**config.mk**
```make
export PLATFORM = sky130hd
export DESIGN_NAME = cmd_status_regs
export DESIGN_NICKNAME = d
export VERILOG_FILES = /design/src/pkg/cmd_regs_pkg.sv /design/src/rtl/cmd_reg8.sv /design/src/rtl/cmd_status_regs.sv
export SDC_FILE = /design/constraint.sdc
export NUM_CORES = 1
export LEC_CHECK = 0
export BUFFER_PORTS_ARGS = -buffer_cell sky130_fd_sc_hd__buf_2
export CORE_MARGIN = 2
export CORE_UTILIZATION = 36
export DETAILED_ROUTE_END_ITERATION = 12
export GPL_TIMING_DRIVEN = 1
export PLACE_DENSITY_LB_ADDON = 0.08
export SLEW_MARGIN = 20
export SYNTH_ARGS = -nofsm -noshare
export SYNTH_HDL_FRONTEND = slang
export SYNTH_SLANG_ARGS = --single-unit
```
**constraint.sdc**
```tcl
create_clock -name clk_sys -period 0.9 [get_ports clk_sys]
set_input_delay 0.18 -clock clk_sys [delete_from_list [all_inputs] [get_ports clk_sys]]
set_output_delay 0.18 -clock clk_sys [all_outputs]
set_load 0.1 [all_outputs]
```
**src/pkg/cmd_regs_pkg.sv**
```systemverilog
// Package for the codec command and status register bank.
// Assumes an 8-bit host bus with four address lines.
`default_nettype none
package cmd_regs_pkg;
  localparam int DATA_W = 8;
  localparam int ADDR_W = 4;
  // Register addresses
  localparam logic [3:0] ADDR_INT_ENABLE = 4'h0;
  localparam logic [3:0] ADDR_STATUS = 4'h1;
  localparam logic [3:0] ADDR_OP_MODE = 4'h2;
  localparam logic [3:0] ADDR_CODING_METHOD = 4'h3;
  localparam logic [3:0] ADDR_LINE_PIXELS = 4'h4;
  localparam logic [3:0] ADDR_LINE_MEMORY = 4'h5;
  localparam logic [3:0] ADDR_SOFT_RESET = 4'h6;
  localparam logic [3:0] ADDR_OUT_FORMAT = 4'h8;
  // Field positions
  localparam int BIT_LINE_DONE = 0;
  localparam int BIT_CODE_DONE = 1;
  localparam int BIT_REC_READY = 2;
  localparam int BIT_IMG_READY = 3;
  localparam int BIT_SOFT_RESET = 0;
  localparam int BIT_TWO_DIM = 0;
  localparam int STATUS_FLAGS = 4;
  // Reset values
  localparam logic [7:0] RESET_CMD = 8'h00;
  // Host bus strobes carried together
  typedef struct packed {
    logic cs;
    logic rd;
    logic wr;
    logic [3:0] addr;
  } host_bus_type;
  // Flags from the coding engine
  typedef struct packed {
    logic img_ready;
    logic rec_ready;
    logic code_done;
    logic line_done;
  } status_in_type;
endpackage
`default_nettype wire

```
**src/rtl/cmd_reg8.sv**
```systemverilog
// One 8-bit write-only command register.
// Assumes a write enable synchronous to clk_sys; it may stay high for several cycles.
`timescale 1ns/1ns
`default_nettype none
module cmd_reg8
  import cmd_regs_pkg::*;
#(
  parameter logic [7:0] RESET_VALUE = RESET_CMD
) (
  input wire logic clk_sys,
  input wire logic reset_n,
  input wire logic wr_en,
  input wire logic [7:0] wr_data,
  output logic [7:0] value_r
);
  logic [7:0] value_nxt;

  // Take the host byte on a write
  always_comb begin
    value_nxt = wr_en ? wr_data : value_r;
  end

  // Defined reset value
  always_ff @(posedge clk_sys or negedge reset_n) begin
    if (!reset_n) begin
      value_r <= RESET_VALUE;
    end else begin
      value_r <= value_nxt;
    end
  end
endmodule
`default_nettype wire

```
**src/rtl/cmd_status_regs.sv**
```systemverilog
// Host-visible command and status register bank of the fax codec.
// Assumes host strobes are active-high pulses already synchronous to clk_sys.
// Registers are reached only through the host pins; there is no other bus.
`timescale 1ns/1ns
`default_nettype none
// Contract
// - Each register decoded at its fixed address
// - All registers take defined reset values
// - Soft reset bit holds controller in reset
// - One interrupt enable bit per source
// - Status bits zero and one report completion
// - Status bits two and three report ready
// - Coding bit selects one or two dimensional
// - Pixel register sets count and reduction
// - Format register configures recorder output data
// - Drive interrupt request toward host
// - Eight-bit data bus, driven only on reads
module cmd_status_regs
  import cmd_regs_pkg::*;
(
  input wire logic clk_sys,
  input wire logic reset_n,
  input wire host_bus_type host_bus,
  input wire logic [7:0] host_data_in,
  output logic [7:0] host_data_out,
  output logic host_data_oe,
  input wire status_in_type status_in,
  output logic int_req,
  output logic ctrl_reset,
  output logic two_dim_coding,
  output logic [7:0] op_mode,
  output logic [7:0] line_pixels,
  output logic [7:0] line_memory,
  output logic [7:0] out_format
);
  // Command register contents; only the documented low bits steer anything
  logic [7:0] int_enable_r;
  logic [7:0] soft_reset_r;
  logic [7:0] coding_r;
  // Read byte register and its next value
  logic [7:0] rd_data_r;
  logic [7:0] rd_data_nxt;
  // Engine flags gathered in status bit order
  logic [STATUS_FLAGS-1:0] flags;
  // Host strobes qualified by chip select
  logic wr_stb;
  logic rd_stb;
  // One write select per command register
  logic wr_int_enable;
  logic wr_op_mode;
  logic wr_coding;
  logic wr_line_pixels;
  logic wr_line_memory;
  logic wr_soft_reset;
  logic wr_out_format;
  // High while the address lines point at the status register
  logic rd_status;

  // Strobes qualified by chip select; host keeps to the pin protocol
  assign wr_stb = host_bus.cs && host_bus.wr;
  assign rd_stb = host_bus.cs && host_bus.rd;

  // Write address decode. A held write strobe rewrites the same byte on each
  // edge, which is harmless because the host holds the data lines with it.
  always_comb begin
    wr_int_enable = 1'b0;
    wr_op_mode = 1'b0;
    wr_coding = 1'b0;
    wr_line_pixels = 1'b0;
    wr_line_memory = 1'b0;
    wr_soft_reset = 1'b0;
    wr_out_format = 1'b0;
    if (wr_stb) begin
      case (host_bus.addr)
        ADDR_INT_ENABLE: wr_int_enable = 1'b1;
        ADDR_OP_MODE: wr_op_mode = 1'b1;
        ADDR_CODING_METHOD: wr_coding = 1'b1;
        ADDR_LINE_PIXELS: wr_line_pixels = 1'b1;
        ADDR_LINE_MEMORY: wr_line_memory = 1'b1;
        ADDR_SOFT_RESET: wr_soft_reset = 1'b1;
        ADDR_OUT_FORMAT: wr_out_format = 1'b1;
        default: begin
          // Status address and holes take no write
        end
      endcase
    end
  end

  // Read address decode: only the status address returns data
  always_comb begin
    rd_status = 1'b0;
    case (host_bus.addr)
      ADDR_STATUS: rd_status = 1'b1;
      default: rd_status = 1'b0;
    endcase
  end

  // Interrupt enables, bit n gating status flag n
  cmd_reg8 #(
    .RESET_VALUE(RESET_CMD)
  ) u_int_enable (
    .clk_sys(clk_sys),
    .reset_n(reset_n),
    .wr_en(wr_int_enable),
    .wr_data(host_data_in),
    .value_r(int_enable_r)
  );

  // Operating mode byte, passed to the engine as written
  cmd_reg8 #(
    .RESET_VALUE(RESET_CMD)
  ) u_op_mode (
    .clk_sys(clk_sys),
    .reset_n(reset_n),
    .wr_en(wr_op_mode),
    .wr_data(host_data_in),
    .value_r(op_mode)
  );

  // Coding method byte; bit 0 picks two-dimensional coding
  cmd_reg8 #(
    .RESET_VALUE(RESET_CMD)
  ) u_coding (
    .clk_sys(clk_sys),
    .reset_n(reset_n),
    .wr_en(wr_coding),
    .wr_data(host_data_in),
    .value_r(coding_r)
  );

  // Pixel count and reduction ratio for the input line memory
  cmd_reg8 #(
    .RESET_VALUE(RESET_CMD)
  ) u_line_pixels (
    .clk_sys(clk_sys),
    .reset_n(reset_n),
    .wr_en(wr_line_pixels),
    .wr_data(host_data_in),
    .value_r(line_pixels)
  );

  // Line memory allocation for the engine
  cmd_reg8 #(
    .RESET_VALUE(RESET_CMD)
  ) u_line_memory (
    .clk_sys(clk_sys),
    .reset_n(reset_n),
    .wr_en(wr_line_memory),
    .wr_data(host_data_in),
    .value_r(line_memory)
  );

  // Soft reset byte; bit 0 holds the controller in reset
  cmd_reg8 #(
    .RESET_VALUE(RESET_CMD)
  ) u_soft_reset (
    .clk_sys(clk_sys),
    .reset_n(reset_n),
    .wr_en(wr_soft_reset),
    .wr_data(host_data_in),
    .value_r(soft_reset_r)
  );

  // Recorder output format byte
  cmd_reg8 #(
    .RESET_VALUE(RESET_CMD)
  ) u_out_format (
    .clk_sys(clk_sys),
    .reset_n(reset_n),
    .wr_en(wr_out_format),
    .wr_data(host_data_in),
    .value_r(out_format)
  );

  // Controller stays in reset until the host writes the bit back to 0
  assign ctrl_reset = soft_reset_r[BIT_SOFT_RESET];

  // Coding method select toward the engine
  assign two_dim_coding = coding_r[BIT_TWO_DIM];

  // Live status flags from the engine, each at its own bit position
  assign flags[BIT_LINE_DONE] = status_in.line_done;
  assign flags[BIT_CODE_DONE] = status_in.code_done;
  assign flags[BIT_REC_READY] = status_in.rec_ready;
  assign flags[BIT_IMG_READY] = status_in.img_ready;

  // Interrupt is the OR of enabled flags. No latching: the engine holds each
  // flag until serviced, so a source that only pulses would be missed here.
  assign int_req = |(flags & int_enable_r[STATUS_FLAGS-1:0]);

  // Read mux: only the status address returns data, upper bits read zero.
  // The byte is resampled on every read edge, so a held strobe tracks live flags.
  always_comb begin
    rd_data_nxt = rd_data_r;
    if (rd_stb) begin
      if (rd_status) begin
        rd_data_nxt = {4'h0, flags};
      end else begin
        rd_data_nxt = 8'h00;
      end
    end
  end

  // Read data held in a register so the bus sees a settled byte; it keeps
  // its value between reads, so the data lines never move while idle
  always_ff @(posedge clk_sys or negedge reset_n) begin
    if (!reset_n) begin
      rd_data_r <= 8'h00;
    end else begin
      rd_data_r <= rd_data_nxt;
    end
  end

  // Registered read byte toward the data lines
  assign host_data_out = rd_data_r;

  // Drive the bus only during a read strobe; drops with chip select
  assign host_data_oe = rd_stb;
endmodule
`default_nettype wire

```
==> results.rst <==
.. list-table::
   :header-rows: 1

   * - Metric
     - Value
   * - Status
     - finished, violations left
   * - Failing checks
     - setup timing
   * - Chip height
     - 72.2 µm
   * - TritonCTS clock tree
     - yes
   * - Port buffer count
     - 60
   * - Total area of sequential cells
     - 0.00111 mm²
   * - Distinct cell type count of the synthesized netlist
     - 20
   * - Post-layout power
     - 8430 µW
   * - Cell area after synthesis
     - 0.00168 mm²
   * - Crit path max-delay family
     - flip-flops
   * - Final Instance Count excl. Fillers
     - 250
   * - Number of antenna violations at the first check in global routing
     - 0
   * - Main combinational cell family by area after synthesis
     - multiplexers
   * - Capturing element type of the critical path
     - primary output
   * - HPWL after detailed placement
     - 3.05 mm
   * - Unrepaired setup endpoints after global routing
     - true
   * - Root Buffer Master
     - sky130_fd_sc_hd__clkbuf_8
   * - First-pass detailed-route iteration total
     - 4
   * - Maximum number of pins on one net before global-route repair
     - 43
   * - Crit Path Class
     - reg -> out
   * - Adder and majority gate portion of the synthesized area
     - 0%
   * - Antenna-violating nets left
     - 0
   * - Max VDD drop
     - 1.57 mV
   * - Via count normalized by instance count
     - 5.00
   * - Worst slack on hold paths
     - 0.137 ns
   * - MaxCap Viol Count
     - 0
   * - Cells after Synth
     - 109
   * - Power per unit of standard cell area
     - 2610 mW/mm²
   * - Critical path startpoint category
     - flip-flop
   * - Fraction of the yosys area taken by sequential cells
     - 62.7%
   * - Drt drc
     - 0
   * - Routed wire per std cell
     - 17.8 µm
   * - Wire length of the first global-routing pass
     - 7.32 mm
   * - Time the worst path needs with I/O delays and setup
     - 1.31 ns
   * - Largest fanout on the critical path
     - 2
   * - Static Leakage
     - 0.00146 µW
   * - Hold crit path type
     - in -> reg
   * - Footprint of the multi-input gates
     - 781 µm²
   * - Highest achievable clock rate
     - 761 MHz
   * - Total vias in the final route
     - 1250
   * - Clock transition at the register clock pins on the worst setup and hold paths after CTS
     - 0.08 ns
   * - Net count reported at finish
     - 218
   * - Multiplexer share of the synthesized area
     - 25.5%
   * - Syn. warnings
     - 0
   * - Initial core utilization
     - 38.0%
   * - Sink count of the clock tree
     - 42
   * - Placed insts
     - 235
   * - Max Buffers Root-to-Sink
     - 2
   * - I/O pin count
     - 65
   * - Synthesized-area fraction occupied by xor and xnor cells
     - 0%
   * - Synthesized area per cell
     - 15.4 µm²
   * - Number of endpoints failing setup at the final stage
     - 77
   * - Data arrival time at the worst-slack endpoint
     - 1.13 ns
   * - WP buf/inv
     - 1
   * - Fraction of layout cells with a size suffix above 1
     - 90.4%
   * - Number of global-route vias before repair
     - 1377
   * - Required arrival time at the worst endpoint
     - 0.72 ns
   * - Post-Route WL
     - 4.46 mm
   * - Clock insertion delay at the later pin of the skew report
     - 0.29 ns
   * - Minimum setup slack in the final design
     - -0.415 ns
   * - Overflow after GRT
     - 0
   * - Post-Place Worst Slack
     - -0.621 ns
   * - Std-Cell Rows
     - 24
   * - Gpl congestion
     - 0.920
   * - Simple-gate share of the synthesized area
     - 6.27%
   * - Count of antenna diodes in the layout
     - 0
   * - Share of the cycle needed by the critical path after routing
     - 146%
   * - Chain of cells forming the critical path
     - a22oi_2 > nand2_4 > buf_12
   * - Synthesized-area fraction occupied by ao, oa, aoi and oai cells
     - 2.99%
   * - Yosys reg bits
     - 42
   * - Floorplan Core Area
     - 0.00441 mm²
   * - Hold violation count in the final report
     - 0
   * - TritonCTS buffer count
     - 5
   * - Max-slew violation count
     - 0
   * - Final clock skew
     - 0 ns
   * - Total number of H-tree levels
     - 2
   * - Highest cell delay on the worst timing path
     - 0.39 ns
   * - Cell with the largest stage delay on the worst path
     - sky130_fd_sc_hd__dfrtp_1
   * - Number of fillers in the final layout
     - 289
   * - Area growth from synthesis to layout
     - 92.7%
   * - Die width
     - 72.2 µm
   * - GR Util All Layers
     - 18.7%
   * - Iteration-0 DRC Markers
     - 74
   * - Full die area
     - 0.00522 mm²
-- state kept, by name, summed over array words and instances (netlist names) --
signal and cells:
u_out_format.value_r 8, u_int_enable.value_r 4, u_line_pixels.value_r 8, u_op_mode.value_r 8, u_soft_reset.value_r 1, u_line_memory.value_r 8, host_data_out 4, u_coding.value_r 1
-- report_power, final --
part | switching [µW] | internal, µW | leakage (µW) | total (µW)
Clock | 616 | 549 | 0.0000385 | 1160
Combinational | 2870 | 1730 | 0.000937 | 4600
Sequential | 367 | 2300 | 0.000489 | 2660
Total | 3850 | 4580 | 0.00146 | 8430
-- worst register-to-register path, cell delays in order, from the launching register on --
cell	delay [ns]
sky130_fd_sc_hd__dfrtp_2	0.43
sky130_fd_sc_hd__buf_4	0.14
sky130_fd_sc_hd__mux2_4	0.25
-- routing by layer --
layer  track usage [%]  vias up  share of wire [%]
met2              30.7       54                 49
met1              24.1      628                 41
met4              5.66        0                2.1
li1                  -      560                  -
met5                 0        -                  0
met3              5.56        8                7.8
-- worst paths after layout --
check	from	to	slack, ns	cells after the start
setup / recovery	u_int_enable.value_r[1]$_DFFE_PN0P_	int_req	-0.41	3
hold / removal	status_in[3]	host_data_out[3]$_DFFE_PN0P_	0.14	2
setup reg to reg	u_line_pixels.value_r[0]$_DFFE_PN0P_	u_line_pixels.value_r[0]$_DFFE_PN0P_	-0.02	2
hold reg to reg	u_int_enable.value_r[2]$_DFFE_PN0P_	u_int_enable.value_r[2]$_DFFE_PN0P_	0.54	1
max in group asynchronous	reset_n	host_data_out[3]$_DFFE_PN0P_	0.28	3
min in group asynchronous	reset_n	u_op_mode.value_r[1]$_DFFE_PN0P_	0.39	3
-- cell families (layout without fill, tap and decap cells) --
group	Yosys count	count (layout)
multiplexers	38	38
other	1	4
AO/OA/AOI/OAI	6	6
flip-flops	42	42
buffers and inverters	6	92
AND/OR/NAND/NOR	16	16
-- stage by stage --
stage          cell area (µm²)  setup TNS [ns]  util, %
6_report                  3230          -12.40     73.2
3_3_place_gp              2880          -17.72     65.1
4_1_cts                   3190          -12.33     72.3
2_1_floorplan             1830           -9.73        -
5_1_grt                   3230          -14.15     73.2
3_5_place_dp              2880          -18.73     65.1
-- layout make-up --
| cell class | instances | area share, % |
|---|---|---|
| repair buffers | 83 | 36.5 |
| flip-flops and latches | 42 | 34.5 |
| multi-input cells | 64 | 24.2 |
| clock buffers | 7 | 2.36 |
| well taps | 52 | 2.01 |
| clock inverters | 1 | 0.232 |
| inverters | 1 | 0.232 |
-- cell usage after synthesis --
cell type / number / area [µm²]
sky130_fd_sc_hd__buf_4: 4 / 30.0
sky130_fd_sc_hd__dfrtp_1: 42 / 1050
sky130_fd_sc_hd__buf_2: 1 / 5.00
sky130_fd_sc_hd__and4bb_2: 1 / 12.5
sky130_fd_sc_hd__nor4b_1: 1 / 8.76
sky130_fd_sc_hd__nand2b_1: 1 / 6.26
sky130_fd_sc_hd__nor2_1: 1 / 3.75
sky130_fd_sc_hd__nand3_1: 1 / 5.00
sky130_fd_sc_hd__a22oi_1: 2 / 15.0
sky130_fd_sc_hd__conb_1: 1 / 3.75
sky130_fd_sc_hd__or3b_1: 1 / 8.76
sky130_fd_sc_hd__a22o_1: 4 / 35.0
sky130_fd_sc_hd__nor3b_1: 1 / 7.51
sky130_fd_sc_hd__nor4_1: 1 / 6.26
sky130_fd_sc_hd__nand2_1: 5 / 18.8
sky130_fd_sc_hd__nand3b_1: 1 / 7.51
sky130_fd_sc_hd__inv_1: 1 / 3.75
sky130_fd_sc_hd__and2b_1: 1 / 7.51
sky130_fd_sc_hd__mux2_2: 38 / 428
sky130_fd_sc_hd__nor4_2: 1 / 12.5
-- repair_timing --
action	CTS	global route
hold endpoints to repair	42	0
pin swaps	5	5
buffers inserted	5	3
hold buffers	1	0
gates resized for setup	47	9
endpoints found under the setup margin	78	78
gates cloned	0	0
-- cells in the final DEF, fill, tap and decap left out, types with 2 or more instances in the layout --
cell,instances
sky130_fd_sc_hd__dfrtp_2,32
sky130_fd_sc_hd__buf_6,15
sky130_fd_sc_hd__dfrtp_1,4
sky130_fd_sc_hd__buf_4,8
sky130_fd_sc_hd__clkinvlp_4,2
sky130_fd_sc_hd__clkbuf_8,5
sky130_fd_sc_hd__dfrtp_4,6
sky130_fd_sc_hd__buf_8,3
sky130_fd_sc_hd__a22o_1,4
sky130_fd_sc_hd__a22oi_2,2
sky130_fd_sc_hd__clkbuf_1,2
sky130_fd_sc_hd__nand2_4,3
sky130_fd_sc_hd__mux2_2,16
sky130_fd_sc_hd__mux2_4,22
sky130_fd_sc_hd__buf_12,41
sky130_fd_sc_hd__buf_2,15
sky130_fd_sc_hd__conb_1,4
(Power assumes the default switching activity.)
